`config.mk`:
```
export PLATFORM = sky130hd
export DESIGN_NAME = lds_top
export DESIGN_NICKNAME = d
export VERILOG_FILES = /design/src/logic/lds_pkg.sv /design/src/logic/lds_top.sv
export SDC_FILE = /design/constraint.sdc
export NUM_CORES = 2
export LEC_CHECK = 0
export ABC_CLOCK_PERIOD_IN_PS = 7750
export BUFFER_PORTS_ARGS = -buffer_cell sky130_fd_sc_hd__buf_2
export CORE_MARGIN = 3
export CORE_UTILIZATION = 40
export DETAILED_ROUTE_END_ITERATION = 8
export GPL_TIMING_DRIVEN = 0
export SLEW_MARGIN = 20
export SYNTH_ARGS = -nofsm -noshare
export SYNTH_HDL_FRONTEND = slang
export SYNTH_SLANG_ARGS = --single-unit
```
`constraint.sdc`:
```
create_clock -name CLK_I -period 7.75 [get_ports CLK_I]
set_input_delay 0.775 -clock CLK_I [delete_from_list [all_inputs] [get_ports CLK_I]]
set_output_delay 0.775 -clock CLK_I [all_outputs]
set_load 0.03 [all_outputs]
```
`src/logic/lds_pkg.sv`:
```
// Constants for the lane deskew block: frame layout, lane geometry,
// register map, control fields, reset values and sync states.
// Assumes one system clock and a much slower link clock.
package lds_pkg;
    // ==========================================================
    // Lane and frame geometry
    localparam int           NCH       = 4;
    localparam int           NLN       = 16;
    localparam int           HIST_W    = 16;
    localparam int           SKEW_W    = 8;
    localparam int           REF_W     = SKEW_W + 64;
    // Framing F6 F6 28 28, then four idle expansion bytes
    localparam logic [63:0]  FRAME_HDR = 64'hf6f62828aaaaaaaa;
    localparam logic [8:0]   HDR_BITS  = 9'h040;
    localparam logic [8:0]   LAST_POS  = 9'h13f;
    localparam logic [5:0]   SMP_LAST  = 6'h3f;
    localparam logic [3:0]   TAP_CTR   = 4'h8;
    localparam logic [15:0]  TAP_RST   = 16'h8888;
    localparam logic [2:0]   FIFO_D    = 3'h4;
    localparam logic [15:0]  ERR_MAX   = 16'hffff;

    // ==========================================================
    // Register map (byte addresses)
    localparam logic [7:0]   A_CTRL    = 8'h00;
    localparam logic [7:0]   A_STAT    = 8'h04;
    localparam logic [7:0]   A_ERR01   = 8'h08;
    localparam logic [7:0]   A_ERR23   = 8'h0c;
    localparam logic [7:0]   A_TAPLO   = 8'h10;
    localparam logic [7:0]   A_TAPHI   = 8'h14;
    localparam int           CTRL_MODE = 4;
    localparam int           CTRL_CLR  = 5;
    localparam logic [4:0]   CTRL_RST  = 5'h0f;

    // ==========================================================
    // Reference-lane sync states
    typedef enum logic [0:0] {
        LDS_HUNT  = 1'b0,
        LDS_TRACK = 1'b1
    } lds_sync_e;
endpackage : lds_pkg

```
`src/logic/lds_top.sv`:
```
// Lane deskew block: striping source with reference-frame builder,
// and a sink that deskews lanes, raises alarms and counts errors.
// Assumes a free-running link clock slower than CLK_I / 4 whose
// far end launches data away from the rising edge.
//
// Function
// RULE1: Core bits go round-robin over a channel's four lanes, one each.
// RULE2: First bit of each round goes to lane 3, last to lane 0.
// RULE3: Serdes mode puts fiber one's first bit on lane 15, last 12.
// RULE4: Every lane passes a retiming FIFO between core and link rates.
// RULE5: Each reference frame starts F6, F6, then 28, 28.
// RULE6: Four expansion header bytes 1010 1010 follow the framing.
// RULE7: Each lane is then copied for 64 bit times, one sample.
// RULE8: Channel one samples lane 3 first and lane 0 last.
// RULE9: Channels two to four sample 7..4, 11..8, 15..12.
// RULE10: After the last sample a new frame starts at once, forever.
// RULE11: Lanes 3, 7, 11, 15 lead fibers one to four.
// RULE12: Sink finds framing and header to locate the samples.
// RULE13: Each sample is matched to its lane, giving the lane delay.
// RULE14: Each lane gets its own adjustable delay.
// RULE15: Transmit alarm set when any lane misses its sample.
// RULE16: Transmit alarm clears once all four channels are locked.
// RULE17: Skew is watched always; alarm stays clear while consistent.
// RULE18: Channels keep deskewing while other channels are down.
// RULE19: Receive alarm holds until all four lanes match stably.
// RULE20: Each receive channel has its own alarm.
// RULE21: Mismatches count as link errors, readable for testing.
// RULE22: Channels two to four build frames from their own lanes.
// RULE23: Samples line up with the frame so bit nine follows order.
// RULE24: Lane delay moves one bit time per sample.
// RULE25: Expansion header never carries the framing values.
// RULE26: Alarms start set after reset until first lock.

`timescale 1ns/10ps
`default_nettype none

module lds_top (
    input  wire logic                      CLK_I,
    input  wire logic                      RST_N_I,
    input  wire logic                      CYC_I,
    input  wire logic                      STB_I,
    input  wire logic                      WE_I,
    input  wire logic [7:0]                ADR_I,
    input  wire logic [3:0]                SEL_I,
    input  wire logic [31:0]               DAT_I,
    output logic      [31:0]               DAT_O,
    output logic                           ACK_O,
    input  wire logic                      LINK_CLK_I,
    input  wire logic [lds_pkg::NCH-1:0]   CORE_BIT_I,
    input  wire logic [lds_pkg::NCH-1:0]   CORE_VALID_I,
    output logic      [lds_pkg::NCH-1:0]   CORE_READY_O,
    output logic      [lds_pkg::NLN-1:0]   TX_DATA_LANES_O,
    output logic      [lds_pkg::NCH-1:0]   TX_REFERENCE_LANE_O,
    input  wire logic [lds_pkg::NLN-1:0]   RX_DATA_LANES_I,
    input  wire logic [lds_pkg::NCH-1:0]   RX_REFERENCE_LANE_I,
    output logic      [lds_pkg::NLN-1:0]   DESKEW_O,
    output logic      [lds_pkg::NCH-1:0]   FIBER_O,
    output logic      [lds_pkg::NCH-1:0]   RX_ALIGN_LOSS_ALARM_O,
    output logic                           TX_ALIGN_LOSS_ALARM_O
);
    import lds_pkg::*;

    // ==========================================================
    // Link clock sampling and bit-time tick
    logic [2:0]           lclk_reg, lclk_next;
    logic                 tick;
    logic [NCH+NLN-1:0]   rx_s1_reg, rx_s2_reg;

    always_comb begin
        lclk_next = {lclk_reg[1:0], LINK_CLK_I};
    end

    always_ff @(posedge CLK_I or negedge RST_N_I) begin
        if (!RST_N_I) begin
            lclk_reg  <= 3'h0;
            rx_s1_reg <= 20'h0;
            rx_s2_reg <= 20'h0;
        end else begin
            lclk_reg  <= lclk_next;
            rx_s1_reg <= {RX_REFERENCE_LANE_I, RX_DATA_LANES_I};
            rx_s2_reg <= rx_s1_reg;
        end
    end

    // Rising edge seen on the second and third stages only
    assign tick = lclk_reg[1] & ~lclk_reg[2];

    // ==========================================================
    // Wishbone slave
    logic        ack_reg, ack_next;
    logic [4:0]  ctrl_reg, ctrl_next;
    logic [31:0] dat_reg, dat_next;
    logic [31:0] rd_word;
    logic        err_clr;
    logic        tx_alarm_reg, tx_alarm_next;
    logic [NCH-1:0]   alarm_all, lock_all;
    logic [4*NCH*4-1:0] err_all;
    logic [4*NLN-1:0] taps_all;

    always_comb begin
        case (ADR_I)
            A_CTRL:  rd_word = {27'h0, ctrl_reg};
            A_STAT:  rd_word = {20'h0, lock_all, 3'h0, tx_alarm_reg,
                                alarm_all};
            A_ERR01: rd_word = err_all[31:0];
            A_ERR23: rd_word = err_all[63:32];
            A_TAPLO: rd_word = taps_all[31:0];
            A_TAPHI: rd_word = taps_all[63:32];
            default: rd_word = 32'h0;
        endcase
    end

    always_comb begin
        ack_next  = CYC_I & STB_I & ~ack_reg;
        ctrl_next = ctrl_reg;
        dat_next  = dat_reg;
        err_clr   = 1'b0;
        if (ack_next) begin
            dat_next = rd_word;
            if (WE_I && ADR_I == A_CTRL && SEL_I[0]) begin
                ctrl_next = DAT_I[4:0];
                err_clr   = DAT_I[CTRL_CLR];
            end
        end
    end

    always_ff @(posedge CLK_I or negedge RST_N_I) begin
        if (!RST_N_I) begin
            ack_reg  <= 1'b0;
            ctrl_reg <= CTRL_RST;
            dat_reg  <= 32'h0;
        end else begin
            ack_reg  <= ack_next;
            ctrl_reg <= ctrl_next;
            dat_reg  <= dat_next;
        end
    end

    assign ACK_O = ack_reg;
    assign DAT_O = dat_reg;

    // ==========================================================
    // Transmit source: striping and per-channel retiming FIFO
    logic [NLN-1:0] nib_out;

    for (genvar c = 0; c < NCH; c++) begin : g_src
        logic [3:0] mem_reg [FIFO_D];
        logic [3:0] mem_next [FIFO_D];
        logic [2:0] col_reg, col_next;
        logic [1:0] bcnt_reg, bcnt_next;
        logic [1:0] wp_reg, wp_next, rp_reg, rp_next;
        logic [2:0] occ_reg, occ_next;
        logic       push, pop, take;

        assign CORE_READY_O[c] = occ_reg != FIFO_D;
        assign take = CORE_VALID_I[c] & CORE_READY_O[c];

        always_comb begin
            mem_next  = mem_reg;
            col_next  = col_reg;
            bcnt_next = bcnt_reg;
            wp_next   = wp_reg;
            rp_next   = rp_reg;
            push      = 1'b0;
            pop       = tick && occ_reg != 3'h0;
            if (take) begin
                bcnt_next = bcnt_reg + 2'h1;                // RULE1
                col_next  = {col_reg[1:0], CORE_BIT_I[c]};
                if (bcnt_reg == 2'h3) begin
                    // Oldest bit lands in lane 3, newest in lane 0
                    push             = 1'b1;
                    mem_next[wp_reg] = {col_reg, CORE_BIT_I[c]}; // RULE2
                    wp_next          = wp_reg + 2'h1;
                end
            end
            if (pop) begin
                rp_next = rp_reg + 2'h1;                    // RULE4
            end
            occ_next = occ_reg + {2'h0, push} - {2'h0, pop};
        end

        // Underrun sends zeros rather than stalling the frame
        assign nib_out[4*c +: 4] = pop ? mem_reg[rp_reg] : 4'h0;

        always_ff @(posedge CLK_I or negedge RST_N_I) begin
            if (!RST_N_I) begin
                for (int i = 0; i < FIFO_D; i++) begin
                    mem_reg[i] <= 4'h0;
                end
                col_reg  <= 3'h0;
                bcnt_reg <= 2'h0;
                wp_reg   <= 2'h0;
                rp_reg   <= 2'h0;
                occ_reg  <= 3'h0;
            end else begin
                mem_reg  <= mem_next;
                col_reg  <= col_next;
                bcnt_reg <= bcnt_next;
                wp_reg   <= wp_next;
                rp_reg   <= rp_next;
                occ_reg  <= occ_next;
            end
        end
    end

    // ==========================================================
    // Transmit source: lane output and reference-frame builder
    logic [NLN-1:0] tx_reg, tx_next;
    logic [NCH-1:0] txref_reg, txref_next;
    logic [8:0]     fpos_reg, fpos_next;
    logic [8:0]     smp;
    logic [3:0]     nib_g;

    always_comb begin
        tx_next    = tx_reg;
        txref_next = txref_reg;
        fpos_next  = fpos_reg;
        smp        = fpos_reg - HDR_BITS;
        nib_g      = 4'h0;
        if (tick) begin
            for (int g = 0; g < NCH; g++) begin
                if (ctrl_reg[CTRL_MODE]) begin
                    tx_next[4*g +: 4] = nib_out[4*(3-g) +: 4]; // RULE3
                end else begin
                    tx_next[4*g +: 4] = nib_out[4*g +: 4];
                end
                nib_g = tx_next[4*g +: 4];
                if (fpos_reg < HDR_BITS) begin
                    // RULE5 RULE6 RULE25
                    txref_next[g] = FRAME_HDR[SMP_LAST - fpos_reg[5:0]];
                end else begin
                    // RULE7 RULE8 RULE9 RULE22 RULE23
                    txref_next[g] = nib_g[2'h3 - smp[7:6]];
                end
            end
            fpos_next = (fpos_reg == LAST_POS) ? 9'h0
                                               : fpos_reg + 9'h1; // RULE10
        end
    end

    always_ff @(posedge CLK_I or negedge RST_N_I) begin
        if (!RST_N_I) begin
            tx_reg    <= 16'h0;
            txref_reg <= 4'h0;
            fpos_reg  <= 9'h0;
        end else begin
            tx_reg    <= tx_next;
            txref_reg <= txref_next;
            fpos_reg  <= fpos_next;
        end
    end

    assign TX_DATA_LANES_O     = tx_reg;
    assign TX_REFERENCE_LANE_O = txref_reg;

    // ==========================================================
    // Sink: lane history and adjustable delay
    logic [NLN-1:0][HIST_W-1:0] hist_reg, hist_next;
    logic [NLN-1:0]             desk_reg, desk_next;
    logic [NCH-1:0]             fib_reg, fib_next;

    for (genvar l = 0; l < NLN; l++) begin : g_lane
        assign hist_next[l] = tick ? {hist_reg[l][HIST_W-2:0], rx_s2_reg[l]}
                                   : hist_reg[l];
        assign desk_next[l] = tick ? hist_reg[l][taps_all[4*l +: 4]]
                                   : desk_reg[l];             // RULE14
    end

    for (genvar g = 0; g < NCH; g++) begin : g_fib
        assign fib_next[g] = desk_next[4*g+3];               // RULE11
    end

    always_ff @(posedge CLK_I or negedge RST_N_I) begin
        if (!RST_N_I) begin
            hist_reg <= '0;
            desk_reg <= 16'h0;
            fib_reg  <= 4'h0;
        end else begin
            hist_reg <= hist_next;
            desk_reg <= desk_next;
            fib_reg  <= fib_next;
        end
    end

    assign DESKEW_O = desk_reg;
    assign FIBER_O  = fib_reg;

    function automatic logic [3:0] lds_first(input logic [HIST_W-1:0] m);
        logic [3:0] r;
        r = 4'h0;
        for (int i = HIST_W - 1; i >= 0; i--) begin
            if (m[i]) begin
                r = 4'(i);
            end
        end
        return r;
    endfunction : lds_first

    // ==========================================================
    // Sink: per-channel deskew controller
    // A false header inside sample data is ignored while tracking,
    // since a new header is only accepted at the expected position.
    for (genvar c = 0; c < NCH; c++) begin : g_sink
        lds_sync_e         st_reg, st_next;
        logic [8:0]        pos_reg, pos_next;
        logic [HIST_W-1:0] mask_reg, mask_next, m;
        logic [3:0]        ok_reg, ok_next;
        logic [15:0]       tap_reg, tap_next;
        logic              alarm_reg, alarm_next;
        logic [15:0]       err_reg, err_next;
        logic [REF_W-1:0]  ref_reg, ref_next;
        logic [1:0]        k;
        logic [3:0]        tap, first;
        logic              hit, miss, evt;

        always_comb begin
            st_next    = st_reg;
            pos_next   = pos_reg;
            mask_next  = mask_reg;
            ok_next    = ok_reg;
            tap_next   = tap_reg;
            alarm_next = alarm_reg;
            err_next   = err_reg;
            ref_next   = ref_reg;
            evt        = 1'b0;
            k     = 2'h3 - pos_reg[7:6];                      // RULE8 RULE9
            tap   = tap_reg[4*k +: 4];
            hit   = ref_reg[REF_W-1:SKEW_W] == FRAME_HDR;     // RULE12
            m     = ((pos_reg[5:0] == 6'h0) ? {HIST_W{1'b1}} : mask_reg)
                  & ~(hist_reg[4*c+k] ^ {HIST_W{ref_reg[SKEW_W]}}); // RULE13
            first = lds_first(m);
            miss  = hist_reg[4*c+k][tap] != ref_reg[SKEW_W];
            if (tick) begin
                ref_next = {ref_reg[REF_W-2:0], rx_s2_reg[NLN+c]};
                if (!ctrl_reg[c]) begin
                    // Disabled channel idles alone; others go on
                    st_next    = LDS_HUNT;                    // RULE18
                    ok_next    = 4'h0;
                    alarm_next = 1'b1;
                end else begin
                    case (st_reg)
                        LDS_HUNT: begin
                            if (hit) begin
                                st_next  = LDS_TRACK;
                                pos_next = 9'h0;
                            end
                        end
                        LDS_TRACK: begin
                            pos_next = pos_reg + 9'h1;
                            if (pos_reg == LAST_POS) begin
                                pos_next = 9'h0;
                                if (!hit) begin
                                    st_next    = LDS_HUNT;
                                    ok_next    = 4'h0;
                                    alarm_next = 1'b1;
                                end
                            end else if (!pos_reg[8]) begin
                                mask_next = m;
                                evt       = miss;             // RULE21
                                if (pos_reg[5:0] == SMP_LAST) begin
                                    ok_next[k] = m[tap];      // RULE17
                                    if (m != 16'h0 && !m[tap]) begin
                                        tap_next[4*k +: 4] = (first > tap)
                                            ? tap + 4'h1
                                            : tap - 4'h1;     // RULE24
                                    end
                                    if (!m[tap]) begin
                                        alarm_next = 1'b1;    // RULE15
                                    end else if (&ok_next) begin
                                        alarm_next = 1'b0;    // RULE19
                                    end
                                end
                            end
                        end
                        default: st_next = LDS_HUNT;
                    endcase
                end
            end
            // A mismatch in the clearing cycle still counts once
            if (err_clr) begin
                err_next = {15'h0, evt};
            end else if (evt && err_reg != ERR_MAX) begin
                err_next = err_reg + 16'h1;
            end
        end

        always_ff @(posedge CLK_I or negedge RST_N_I) begin
            if (!RST_N_I) begin
                st_reg    <= LDS_HUNT;
                pos_reg   <= 9'h0;
                mask_reg  <= 16'h0;
                ok_reg    <= 4'h0;
                tap_reg   <= TAP_RST;
                alarm_reg <= 1'b1;                            // RULE26
                err_reg   <= 16'h0;
                ref_reg   <= '0;
            end else begin
                st_reg    <= st_next;
                pos_reg   <= pos_next;
                mask_reg  <= mask_next;
                ok_reg    <= ok_next;
                tap_reg   <= tap_next;
                alarm_reg <= alarm_next;
                err_reg   <= err_next;
                ref_reg   <= ref_next;
            end
        end

        assign alarm_all[c]          = alarm_reg;             // RULE20
        assign lock_all[c]           = &ok_reg;
        assign err_all[16*c +: 16]   = err_reg;
        assign taps_all[16*c +: 16]  = tap_reg;
    end

    // ==========================================================
    // Overall alarm over enabled channels
    always_comb begin
        tx_alarm_next = (ctrl_reg[3:0] == 4'h0)
                      | (|(alarm_all & ctrl_reg[3:0]));       // RULE15 RULE16
    end

    always_ff @(posedge CLK_I or negedge RST_N_I) begin
        if (!RST_N_I) begin
            tx_alarm_reg <= 1'b1;                             // RULE26
        end else begin
            tx_alarm_reg <= tx_alarm_next;
        end
    end

    assign RX_ALIGN_LOSS_ALARM_O = alarm_all;
    assign TX_ALIGN_LOSS_ALARM_O = tx_alarm_reg;

endmodule : lds_top

`default_nettype wire

```
==> key figures <==
Layout
  – Post-layout instance area: 61110 sq um
  – Final-layout fill cell count: 12750
  – Area Overhead vs Synth: 13.23%
  – Max reg flops: 288
  – Layout cell share with drive strength beyond 1: 13.31%
  – Fin nets: 6072

Logic synthesis
  – Yosys top cell area share: 46.83%
  – Post-Synth XOR/XNOR Area: 2.072%
  – Count leader, synth: nand2_1
  – Synthesized instance count: 5635
  – Synth area leaders: dfrtp_1 (47%), nand2_1 (13%), mux4_2 (7.3%), mux2_2 (2.7%), o21ai_0 (2.1%)
  – Cell taking the most area after synthesis: dfrtp_1
  – Post-Synth Simple-Gate Area: 21.37%
  – Async set-reset flop share out of synthesis: 100.0%
  – Mux cell area share after synthesis: 12.78%
  – Ys Warns: 0
  – Complex-gate fraction of the synthesized area: 9.706%
  – Avg Cell Area, Syn: 9.579 sq um
  – Post-synthesis cell area: 53980 sq um
  – Library cells used by synthesis: 106
  – Most used DFF post-synth: dfrtp_1
  – Synth Area in Adders: 2.360%
  – Synth top cells by count: nand2_1 (1937), dfrtp_1 (1010), clkbuf_1 (244)
  – Synth Register Bits: 1035
  – Largest family of logic cells by synthesized area: simple AND/OR/NAND/NOR gates
  – Sequential area share after synthesis: 48.04%
  – Post-synthesis net count: 5810
  – Number of flops mapped to enable cells by yosys: 0

STA
  – Worst Skew: 0.05349 ns
  – Final hold slack: 0.1202 ns
  – Slew HR: 20.56%
  – # setup viols final: 0
  – Setup tns final: 0 ns
  – Tmin final: 6.475 ns
  – Tightest Pin Transition: 1.192 ns
  – Fmax: 0.1545 GHz
  – RSZ-0062 raised after global routing: no
  – Final max-slew violation count: 0
  – Crit share post-route: 83.54%
  – Final hold violation count: 0

Global routing
  – Vias in the first global route: 41620
  – Largest net degree at the start of global routing: 137
  – Gr usage total: 22.42%
  – Global-route wire length before repair: 248200 microns
  – Gr ovfl total: 0
  – Antenna violations before repair: 5

Place
  – Buffers on Ports: 130
  – DPL Wire Length: 116200 microns
  – Area after DPL: 57130 sq um
  – RePlAce Congestion: 0.9581

CTS
  – Clock Latency Late Sink: 0.76 ns
  – Clock Tree Root: clkbuf_16
  – Longest Clk Path Bufs: 3
  – Number of CTS-inserted buffers: 116
  – Clk slew on worst S/H paths: 0.06 ns
  – Post-CTS setup buffer count: 0
  – CTS Hold Bufs: 1
  – Resize count post-CTS: 0
  – CTS tree: built
  – H-tree Lvls: 3
  – Clock sinks: 1035

Pwr
  – Power Dens Cells: 253.4 nW/um^2
  – Power consumption: 0.01549 W
  – Worst vdd ir: 0.2347 mV
  – Static Leak: 28.49 nW

Floorplanning
  – Chip height: 373.3 microns
  – X dimension of the die: 373.3 microns
  – FP Rows: 134
  – Initial core utilization: 40.34%
  – I/O pins: 160
  – Die footprint: 139400 sq um
  – Core area: 133800 sq um

Detailed routing
  – DR iter-0 viols: 4158
  – Avg Vias per Cell: 5.603
  – DR WL/cell: 20.41 microns
  – DRC: 0
  – Detailed Route WL: 158500 microns
  – Pre-antenna DRT Iters: 6
  – ANT nets after route: 0
  – Vias: 43520

Worst setup path
  – R2R setup slack: 1.28 ns
  – Reg2Reg Depth: 22
  – Worst path arrival time: 7.15 ns
  – CP endpoint kind: flip-flop
  – CP Max Fanout: 11
  – WP data required: 8.43 ns
  – Setup crit start kind: flip-flop
  – WS Path Type: flip-flop to flip-flop

Run
  – Max-capacitance violation count: 0

Min path
  – Hold path cells: 1
  – Worst hold path class: input port to flip-flop

Outcome
  – Status: finished clean
routing by layer:
| metal | GRT usage [%] | vias to the layer above | share of wire (%) |
|---|---|---|---|
| met3 | 4.085 | 284 | 7.3 |
| met2 | 34.84 | 1565 | 45 |
| met1 | 32.02 | 21590 | 45 |
| met4 | 6.709 | 6 | 2.9 |
| met5 | 0 | - | 0.032 |
| li1 | - | 20070 | - |
worst max-delay path, cell delays in order (launching register included):
cell,delay [ns]
dfrtp_1,0.49
clkbuf_1,0.32
buf_1,0.51
clkbuf_1,0.86
clkbuf_1,0.71
nor3b_1,0.11
o21ai_0,0.17
nand2_1,0.07
o21a_1,0.18
o21ai_0,0.23
a211oi_1,0.13
nor2_1,0.14
ha_1,0.15
nor2b_1,0.05
o21a_1,0.16
o21a_1,0.16
o21ai_0,0.63
ha_1,0.37
a21o_1,0.15
a21oi_1,0.17
xnor2_1,0.25
nor2_1,0.09
mux2_1,0.29
power by group:
part | total [W] | leakage (nW) | internal, W | switching, W
Sequential | 0.00674 | 13.5 | 0.00609 | 0.000643
Combinational | 0.00306 | 13.0 | 0.00131 | 0.00175
Clock | 0.00569 | 1.92 | 0.00329 | 0.00240
metrics by stage:
stage                     std cells  setup slack (ns)  util, %
after global routing           7765            0.7664    45.67
final                          7768             1.275    45.68
after global placement         7533            -17.25    42.48
after CTS                      7764             1.357    45.66
after detailed placement       7545             1.366    42.70
after floorplan                5635             2.677        -
area by class of cell:
class                      instances  area, sq um  share of cell area [%]
inverter                         136        510.5                  0.8353
multi-input combinational       4124        26070                   42.66
clock inverter                    62        708.2                   1.159
sequential                      1035        25930                   42.43
timing repair buffer             144        952.2                   1.558
tap                             1768         2212                   3.620
clock buffer                     156         3244                   5.309
buffer                           340         1476                   2.416
antenna                            3        7.507                 0.01228
cells in the final DEF (no fill, tap or decap), types with 42 or more instances in the layout:
cell / synthesis / final
nor2_1: 232 / 232
mux4_2: 174 / 174
a21oi_1: 121 / 121
xnor2_1: 109 / 109
nand4_1: 65 / 65
clkbuf_16: 0 / 117
mux2i_1: 78 / 78
mux2_2: 131 / 131
dfrtp_1: 1010 / 1010
buf_2: 42 / 173
nand2_1: 1937 / 1937
inv_1: 129 / 129
mux2_1: 50 / 50
ha_1: 89 / 89
and3_1: 53 / 53
o22ai_1: 42 / 42
a22o_1: 53 / 53
nand3_1: 81 / 81
o21ai_0: 228 / 228
nor3_1: 57 / 56
clkbuf_1: 244 / 263
cells by family after synthesis:
logic type | after synthesis
fa+ha+maj | 97
mux | 440
buf+inv | 476
xor+xnor | 126
compound gates | 775
flops | 1035
simple gates | 2686
worst paths after layout:
check / start / end
worst max-delay path: g_sink[1].ref_reg[8]$_DFFE_PN0P_ / g_sink[1].tap_reg[7]$_DFFE_PN1P_
worst min-delay path: RX_DATA_LANES_I[10] / rx_s1_reg[10]$_DFF_PN0_
worst max register to register: g_sink[1].ref_reg[8]$_DFFE_PN0P_ / g_sink[1].tap_reg[7]$_DFFE_PN1P_
worst min register to register: rx_s1_reg[1]$_DFF_PN0_ / rx_s2_reg[1]$_DFF_PN0_
max in group asynchronous: RST_N_I / TX_DATA_LANES_O[11]$_DFFE_PN0P_
min in group asynchronous: RST_N_I / g_sink[1].mask_reg[4]$_DFFE_PN0P_
Power figures use the tool's default switching activity.
